**src/hdl/cie_pkg.sv**
```systemverilog
package cie_pkg;
    // ------------------------------------------------------------
    // reset values, fixed addresses and synchroniser bit positions
    // ------------------------------------------------------------
    localparam logic [15:0] CIE_PC_RESET     = 16'h0000;
    localparam logic [15:0] CIE_NMI_VECTOR   = 16'h0066;
    localparam logic [7:0]  CIE_VPAGE_RESET  = 8'h00;
    localparam logic [7:0]  CIE_REFRESH_RESET = 8'h00;
    localparam logic [1:0]  CIE_IM_RESET     = 2'h0;
    localparam int          CIE_SYNC_BITS    = 4;
    localparam int          CIE_SYNC_WAIT    = 0;
    localparam int          CIE_SYNC_IRQ     = 1;
    localparam int          CIE_SYNC_NMI     = 2;
    localparam int          CIE_SYNC_BUSREQ  = 3;

    // ------------------------------------------------------------
    // bus ownership states
    // ------------------------------------------------------------
    typedef enum logic [1:0] {
        CIE_BUS_OWN,
        CIE_BUS_FLOAT,
        CIE_BUS_GRANT
    } cie_bus_state_type;
endpackage

```
**src/hdl/cie_sync_if.sv**
```systemverilog
interface cie_sync_if;
    logic [3:0] pins_n;
    modport src (output pins_n);
    modport dst (input  pins_n);
endinterface

```
**src/hdl/cie_input_sync.sv**
```systemverilog
module cie_input_sync
    import cie_pkg::*;
(
    input  wire logic                     clk,
    input  wire logic                     rst_n,
    input  wire logic [CIE_SYNC_BITS-1:0] raw_n,
    cie_sync_if.src                       sync
);
    // ------------------------------------------------------------
    // two-flop synchronisers, idle high
    // ------------------------------------------------------------
    logic [CIE_SYNC_BITS-1:0] meta_reg;
    logic [CIE_SYNC_BITS-1:0] stable_reg;

    genvar i;
    generate
        for (i = 0; i < CIE_SYNC_BITS; i++) begin : g_bit
            always_ff @(posedge clk) begin
                if (!rst_n) begin
                    meta_reg[i]   <= 1'b1;
                    stable_reg[i] <= 1'b1;
                end else begin
                    meta_reg[i]   <= raw_n[i];
                    stable_reg[i] <= meta_reg[i];
                end
            end
        end
    endgenerate

    assign sync.pins_n = stable_reg;
endmodule

```
**src/hdl/cie_exception_ctrl.sv**
```systemverilog
// Summary of operation
// - wait low stalls transfer until high
// - irq taken at end, enabled, no busreq
// - acknowledge with io strobe plus fetch
// - nmi falling edge, beats irq, unmasked
// - nmi continues at address 0066
// - nmi pushes current program counter
// - bus request beats nmi; waits delay
// - reset clears program counter
// - reset clears enable, page, refresh, mode
// - reset floats buses, controls inactive
// - bus request floats after machine cycle
// - acknowledge only once outputs float
// - io strobe with fetch only for ack
module cie_exception_ctrl
    import cie_pkg::*;
(
    input  wire logic        clk,
    input  wire logic        rst_n,
    input  wire logic        wait_pin_n,
    input  wire logic        irq_pin_n,
    input  wire logic        nmi_pin_n,
    input  wire logic        bus_release_req_n,
    input  wire logic        core_cycle_end,
    input  wire logic        core_instr_end,
    input  wire logic        core_pc_inc,
    input  wire logic        core_pc_load,
    input  wire logic [15:0] core_pc_value,
    input  wire logic        core_ei,
    input  wire logic        core_di,
    input  wire logic        core_im_set,
    input  wire logic [1:0]  core_im_value,
    input  wire logic        core_vpage_load,
    input  wire logic [7:0]  core_vpage_value,
    input  wire logic        core_refresh_inc,
    input  wire logic [15:0] core_addr,
    input  wire logic        core_addr_en,
    input  wire logic [7:0]  core_data,
    input  wire logic        core_data_en,
    input  wire logic        core_mreq,
    input  wire logic        core_io_request_strobe_n,
    input  wire logic        core_rd,
    input  wire logic        core_wr,
    input  wire logic        core_m1,
    output logic             core_stall,
    output logic             nmi_taken,
    output logic             irq_taken,
    output logic [15:0]      push_pc,
    output logic [15:0]      pc,
    output logic             irq_enable_flop,
    output logic [7:0]       vector_page,
    output logic [7:0]       refresh_count,
    output logic [1:0]       irq_mode,
    output logic [15:0]      addr_out,
    output logic             addr_oe,
    output logic [7:0]       data_out,
    output logic             data_oe,
    output logic             mreq_n,
    output logic             io_request_strobe_n,
    output logic             rd_n,
    output logic             wr_n,
    output logic             ctrl_oe,
    output logic             opcode_fetch_cycle_n,
    output logic             bus_release_ack_n
);
    import cie_pkg::*;

    // ------------------------------------------------------------
    // input synchronisation
    // ------------------------------------------------------------
    cie_sync_if sync_bus ();

    cie_input_sync u_sync (
        .clk   (clk),
        .rst_n (rst_n),
        .raw_n ({bus_release_req_n, nmi_pin_n, irq_pin_n, wait_pin_n}),
        .sync  (sync_bus.src)
    );

    logic wait_ok;
    logic irq_req;
    logic nmi_s;
    logic busreq;

    assign wait_ok = sync_bus.pins_n[CIE_SYNC_WAIT];
    assign irq_req = !sync_bus.pins_n[CIE_SYNC_IRQ];
    assign nmi_s   = sync_bus.pins_n[CIE_SYNC_NMI];
    assign busreq  = !sync_bus.pins_n[CIE_SYNC_BUSREQ];

    // ------------------------------------------------------------
    // boundaries, gated by wait
    // ------------------------------------------------------------
    cie_bus_state_type bus_state_reg;
    logic              cycle_done;
    logic              instr_done;
    logic              take_nmi;
    logic              take_irq;
    logic              nmi_prev_reg;
    logic              nmi_pend_reg;
    logic              ack_pend_reg;
    logic              ack_active_reg;

    // a boundary cannot pass while the transfer is stretched
    assign cycle_done = core_cycle_end && wait_ok;
    assign instr_done = core_instr_end && wait_ok && bus_state_reg == CIE_BUS_OWN;
    assign take_nmi   = instr_done && nmi_pend_reg && !busreq;
    assign take_irq   = instr_done && !take_nmi && irq_req && irq_enable_flop && !busreq;
    assign core_stall = !wait_ok || bus_state_reg != CIE_BUS_OWN;

    // ------------------------------------------------------------
    // nmi edge capture
    // ------------------------------------------------------------
    always_ff @(posedge clk) begin
        if (!rst_n) begin
            nmi_prev_reg <= 1'b1;
            nmi_pend_reg <= 1'b0;
        end else begin
            nmi_prev_reg <= nmi_s;
            // a new edge in the taking cycle wins over the clear
            if (nmi_prev_reg && !nmi_s) begin
                nmi_pend_reg <= 1'b1;
            end else if (take_nmi) begin
                nmi_pend_reg <= 1'b0;
            end
        end
    end

    // ------------------------------------------------------------
    // program counter and push
    // ------------------------------------------------------------
    always_ff @(posedge clk) begin
        if (!rst_n) begin
            pc        <= CIE_PC_RESET;
            push_pc   <= CIE_PC_RESET;
            nmi_taken <= 1'b0;
            irq_taken <= 1'b0;
        end else begin
            nmi_taken <= take_nmi;
            irq_taken <= take_irq;
            if (take_nmi) begin
                push_pc <= pc;
                pc      <= CIE_NMI_VECTOR;
            end else if (take_irq) begin
                push_pc <= pc;
            end else if (core_pc_load) begin
                pc <= core_pc_value;
            end else if (core_pc_inc) begin
                pc <= pc + 16'h0001;
            end
        end
    end

    // ------------------------------------------------------------
    // processor state registers
    // ------------------------------------------------------------
    always_ff @(posedge clk) begin
        if (!rst_n) begin
            irq_enable_flop <= 1'b0;
            vector_page     <= CIE_VPAGE_RESET;
            refresh_count   <= CIE_REFRESH_RESET;
            irq_mode        <= CIE_IM_RESET;
        end else begin
            // taking any interrupt closes the mask
            if (take_nmi || take_irq) begin
                irq_enable_flop <= 1'b0;
            end else if (core_ei) begin
                irq_enable_flop <= 1'b1;
            end else if (core_di) begin
                irq_enable_flop <= 1'b0;
            end
            if (core_im_set) begin
                irq_mode <= core_im_value;
            end
            if (core_vpage_load) begin
                vector_page <= core_vpage_value;
            end
            if (core_refresh_inc) begin
                refresh_count <= {refresh_count[7], refresh_count[6:0] + 7'h01};
            end
        end
    end

    // ------------------------------------------------------------
    // interrupt acknowledge cycle
    // ------------------------------------------------------------
    always_ff @(posedge clk) begin
        if (!rst_n) begin
            ack_pend_reg   <= 1'b0;
            ack_active_reg <= 1'b0;
        end else begin
            if (take_irq) begin
                ack_pend_reg <= 1'b1;
            end else if (ack_pend_reg) begin
                ack_pend_reg   <= 1'b0;
                ack_active_reg <= 1'b1;
            end else if (ack_active_reg && cycle_done) begin
                ack_active_reg <= 1'b0;
            end
        end
    end

    // ------------------------------------------------------------
    // bus release
    // ------------------------------------------------------------
    always_ff @(posedge clk) begin
        if (!rst_n) begin
            bus_state_reg <= CIE_BUS_OWN;
        end else begin
            case (bus_state_reg)
                CIE_BUS_OWN: begin
                    if (busreq && cycle_done && !ack_pend_reg && !ack_active_reg) begin
                        bus_state_reg <= CIE_BUS_FLOAT;
                    end
                end
                CIE_BUS_FLOAT: begin
                    if (busreq) begin
                        bus_state_reg <= CIE_BUS_GRANT;
                    end else begin
                        bus_state_reg <= CIE_BUS_OWN;
                    end
                end
                CIE_BUS_GRANT: begin
                    if (!busreq) begin
                        bus_state_reg <= CIE_BUS_OWN;
                    end
                end
                default: begin
                    bus_state_reg <= CIE_BUS_OWN;
                end
            endcase
        end
    end

    // acknowledge only from a state entered after drives are off
    assign bus_release_ack_n = bus_state_reg != CIE_BUS_GRANT;

    // ------------------------------------------------------------
    // pin drivers, registered
    // ------------------------------------------------------------
    logic drive_next;

    // float decision uses the next state so drives drop with it
    assign drive_next = bus_state_reg == CIE_BUS_OWN
                        && !(busreq && cycle_done && !ack_pend_reg && !ack_active_reg);

    always_ff @(posedge clk) begin
        if (!rst_n) begin
            addr_out             <= 16'h0000;
            addr_oe              <= 1'b0;
            data_out             <= 8'h00;
            data_oe              <= 1'b0;
            ctrl_oe              <= 1'b0;
            mreq_n               <= 1'b1;
            io_request_strobe_n  <= 1'b1;
            rd_n                 <= 1'b1;
            wr_n                 <= 1'b1;
            opcode_fetch_cycle_n <= 1'b1;
        end else begin
            addr_out <= core_addr;
            data_out <= core_data;
            addr_oe  <= drive_next && core_addr_en;
            data_oe  <= drive_next && core_data_en;
            ctrl_oe  <= drive_next;
            mreq_n   <= !(drive_next && core_mreq && !ack_active_reg);
            rd_n     <= !(drive_next && core_rd && !ack_active_reg);
            wr_n     <= !(drive_next && core_wr && !ack_active_reg);
            // ordinary io is never let through during a fetch cycle
            io_request_strobe_n  <= !(drive_next
                                      && (ack_active_reg || (core_io_request_strobe_n && !core_m1)));
            opcode_fetch_cycle_n <= !(ack_active_reg || (drive_next && core_m1));
        end
    end
endmodule

```
**config.mk**
```make
export PLATFORM = sky130hd
export DESIGN_NAME = cie_exception_ctrl
export DESIGN_NICKNAME = d
export VERILOG_FILES = /design/src/hdl/cie_pkg.sv /design/src/hdl/cie_sync_if.sv /design/src/hdl/cie_input_sync.sv /design/src/hdl/cie_exception_ctrl.sv
export SDC_FILE = /design/constraint.sdc
export NUM_CORES = 1
export LEC_CHECK = 0
export ABC_AREA = 1
export ABC_CLOCK_PERIOD_IN_PS = 1240
export BUFFER_PORTS_ARGS = -buffer_cell sky130_fd_sc_hd__buf_2
export CAP_MARGIN = 25
export CORE_MARGIN = 2
export CORE_UTILIZATION = 45
export CTS_BUF_LIST = sky130_fd_sc_hd__clkbuf_2 sky130_fd_sc_hd__clkbuf_4 sky130_fd_sc_hd__clkbuf_8
export DETAILED_ROUTE_END_ITERATION = 7
export PLACE_DENSITY = 0.88
export SETUP_SLACK_MARGIN = 0.1
export SYNTH_ARGS = -nofsm -noshare
export SYNTH_HDL_FRONTEND = slang
export SYNTH_SLANG_ARGS = --single-unit
```
**constraint.sdc**
```tcl
create_clock -name clk -period 1.24 [get_ports clk]
set_input_delay 0 -clock clk [delete_from_list [all_inputs] [get_ports clk]]
set_output_delay 0 -clock clk [all_outputs]
set_load 0.005 [all_outputs]
```
==> PnR_summary.wiki <==
{| class="wikitable"
! Metric !! Value
|-
| Power density over cell area || ~1100 mW/mm2
|-
| Max Cap Viol || 0
|-
| Total power || 6.89 mW
|-
| Core region area || 0.00822 mm2
|-
| I/O pin total || ~160
|-
| Final layout net count || 861
|-
| Category of the worst setup path launch point || flip-flop
|-
| Crit path time final || ~1.5 ns
|-
| Total inserted antenna cells || 0
|-
| Combined area of all synthesized cells || 0.00382 mm2
|-
| Fraction of layout cells with a size suffix above 1 || 0.418
|-
| GRT overflow || 0
|-
| Port Buffers || 157
|-
| Destination of the worst register-to-register timing path || pc[6]
|-
| Endpoint of the worst setup timing path || pc[6]
|-
| R2R Path Start || bus_state_reg[0]
|-
| Crit Path Class || reg -> reg
|-
| Synthesized instance count || 517
|-
| Detailed-route DRC error count || 0
|-
| PnR worst setup slack || -0.219 ns
|-
| Mean instance size in the synthesized netlist || 7.40 um2
|-
| Crit path DAT || around 1.7 ns
|-
| Fmax || 686 MHz
|-
| Layout area overhead || 64.3%
|-
| Via count of the first global-routing pass || around 4,200
|-
| Die X || 96.2 um
|-
| Total clock buffers created by CTS || 9
|-
| Fin Clk Skew || 0.0120 ns
|-
| Violations in the final reports || negative setup slack
|-
| Most common library cells after synthesis || sky130_fd_sc_hd__nand2_1 (113), sky130_fd_sc_hd__dfxtp_1 (97), sky130_fd_sc_hd__nor2_1 (85)
|-
| Count of final max-slew check failures || 0
|-
| Critical Path, Cell by Cell || nor2_4 -> nand2_4 -> nor2_4 -> nand3_4 -> nand2_8 -> buf_8 -> nand2_2 -> nand2_2 -> o21ai_2
|-
| Final period util || 1.18
|-
| Final-report hold violation count || 0
|-
| Routed vias/inst || 4.89
|-
| Largest net degree at the start of global routing || 33
|-
| Cell at the slowest stage of the critical path || sky130_fd_sc_hd__dfxtp_2
|-
| Kind of cell adding the most delay to the critical path || simple AND/OR/NAND/NOR gates
|-
| Vert. Die Dim || 96.2 um
|-
| Post-detailed-route count of antenna-violating nets || 0
|-
| Leading cell type by number of instances after synthesis || sky130_fd_sc_hd__nand2_1
|-
| Result of the run || complete, but fails checks
|-
| Cell area after placement || 0.00506 mm2
|-
| Library cell used as clock root buffer || sky130_fd_sc_hd__clkbuf_8
|-
| Standard-cell rows || 33
|-
| Async set-reset flop share out of synthesis || 0
|-
| Wirelength, routed || 13,000 um
|-
| Final non-filler cell total || 897
|-
| Max stage delay on crit path || 0.35 ns
|-
| Clock network latency to the later pin of the worst-skew pair || 0.37 ns
|-
| Cells after DPL || 813
|-
| Cell type contributing the most total cell area after synthesis || sky130_fd_sc_hd__dfxtp_1
|-
| Top Registers || addr_out x16, pc x16, push_pc x16
|-
| Number of nets produced by synthesis || 591
|-
| Last weighted congestion value of the routability-driven placer || 0.945
|-
| Count of synthesis-stage warnings from yosys || 0
|-
| Unrepaired setup endpoints after global routing || true
|-
| Setup slack of the worst register-to-register path || -0.22 ns
|-
| Area enclosed by the die boundary || 0.00925 mm2
|-
| Setup Viol. Count Final || 37
|-
| Critical path required time || 1.50 ns
|-
| Clock sink total || 97
|-
| Top FF cell, synth || sky130_fd_sc_hd__dfxtp_1
|-
| R2r worst-path depth || 9
|-
| Post-synth EDFFs || 0
|-
| TritonCTS clock tree || done
|-
| Instance count on the critical path || 9
|-
| Top fanout value on the critical path || 6
|-
| Part of the Yosys area used for sequential elements || 0.508
|-
| H-tree Lvls || 3
|-
| Iteration-0 DRC count of the detailed router || 229
|-
| Final HPWL DP || 8120 um
|-
| Worst ir drop on vdd || 0.750 mV
|-
| Routed vias || ~4,400
|-
| Top-area cell type share of the netlist area || 0.508
|-
| Critical path launch point || bus_state_reg[0]
|-
| Antenna violations before repair || 0
|-
| Final Hold Slack || between 0.008 and 0.009 ns
|-
| Clock input transition at the sequential cells of the worst setup and hold paths || 0.11 ns
|-
| All-layer global routing usage || 0.268
|-
| Design area || 0.00629 mm2
|-
| Buffering stage count on the worst path with inverters included || 1
|-
| Static leakage power || 3.19 nW
|-
| Count of distinct cell types in the synthesized netlist || 29
|-
| Initial core utilization || 0.466
|-
| Wire length per cell after detailed routing || 14.5 um
|-
| Path type of the worst min-delay path || in -> reg
|-
| Drt first pass iters || 4
|-
| Critical Path End Type || flip-flop
|-
| Top cells by area in the synthesized netlist || sky130_fd_sc_hd__dfxtp_1 (51%), sky130_fd_sc_hd__nand2_1 (11%), sky130_fd_sc_hd__nor2_1 (8.3%)
|-
| Synthesized flop and latch total || 97
|-
| Final total negative setup slack || -5.96 ns
|-
| Maximum buffer depth of the clock tree || 2
|-
| Wire length of the first global-routing pass || around 19,000 um
|}
==> per-layer routing <==
layer / wire length, um / global-route usage / vias up / share of wire
met5: 0 / 0 / - / 0
met4: 346 / 0.0976 / 0 / 0.027
met3: 980 / 0.0626 / 33 / 0.075
met2: 6630 / 0.455 / 188 / 0.51
met1: 5100 / 0.329 / 2011 / 0.39
li1: - / - / 2152 / -
==> layout make-up <==
| type | count | area [um2] |
|---|---|---|
| clock buffer | 9 | 124 |
| clock inverter | 7 | 95.1 |
| fill | 558 | 1930 |
| inverter | 66 | 263 |
| multi-input combinational | 336 | 1780 |
| sequential | 97 | 1960 |
| tap | 105 | 131 |
| timing repair buffer | 277 | 1930 |
==> kinds of logic after synthesis <==
family	count (synthesis)	synth area share
buffers and inverters	84	0.0942
and+or+nand+nor	253	0.284
adders and majority gates	2	0.00654
DFF	97	0.508
AOI/OAI and AO/OA	80	0.107
other	1	0.000980
==> through the flow <==
stage           util  setup WS [ns]
2_1_floorplan      -        -0.0690
3_3_place_gp   0.616         -0.157
3_5_place_dp   0.616         -0.200
4_1_cts        0.737         -0.167
5_1_grt        0.765         -0.303
6_report       0.765         -0.219
==> layout by cell type, fill, tap and decap left out, types with 20 or more instances in the layout <==
| cell type | n |
|---|---|
| sky130_fd_sc_hd__buf_4 | 50 |
| sky130_fd_sc_hd__dfxtp_1 | 87 |
| sky130_fd_sc_hd__dlygate4sd3_1 | 56 |
| sky130_fd_sc_hd__o21ai_0 | 20 |
| sky130_fd_sc_hd__buf_2 | 157 |
| sky130_fd_sc_hd__inv_1 | 60 |
| sky130_fd_sc_hd__a21oi_1 | 22 |
| sky130_fd_sc_hd__nor2_1 | 70 |
| sky130_fd_sc_hd__nand2_1 | 100 |
==> power by group <==
part / internal, mW / switching, mW / total (mW)
logic: 0.639 / 0.608 / 1.25
registers: 3.29 / 0.110 / 3.40
clock network: 0.993 / 1.25 / 2.24
total: 4.92 / 1.97 / 6.89
==> what timing repair did <==
item                                    4_1_cts  5_1_grt
endpoints found under the setup margin       46       50
endpoints found under the hold margin        53        0
pin swaps                                    10       17
hold buffers                                 56        0
gates resized for setup                      33       66
buffers inserted                             11        2
gates cloned                                  1        1
==> worst register-to-register path, delay by kind of cell, from the launching register on <==
kind,cells,cell delay (ns)
and+or+nand+nor,7,0.79
buffers and inverters,1,0.14
AOI/OAI and AO/OA,1,0.07
DFF,1,0.35
==> worst min-delay path by stage <==
stage | start | to | slack [ns] | depth (start not counted)
2_1_floorplan | core_mreq | mreq_n | 0.07 | 1
3_3_place_gp | core_mreq | mreq_n | 0.17 | 2
3_5_place_dp | core_wr | wr_n | 0.17 | 2
4_1_cts | core_pc_value[10] | pc[10] | 0.01 | 5
5_1_grt | core_pc_value[11] | pc[11] | 0.02 | 5
6_report | core_pc_value[11] | pc[11] | 0.008 | 5
No activity file was read; power rests on OpenSTA's default activity.
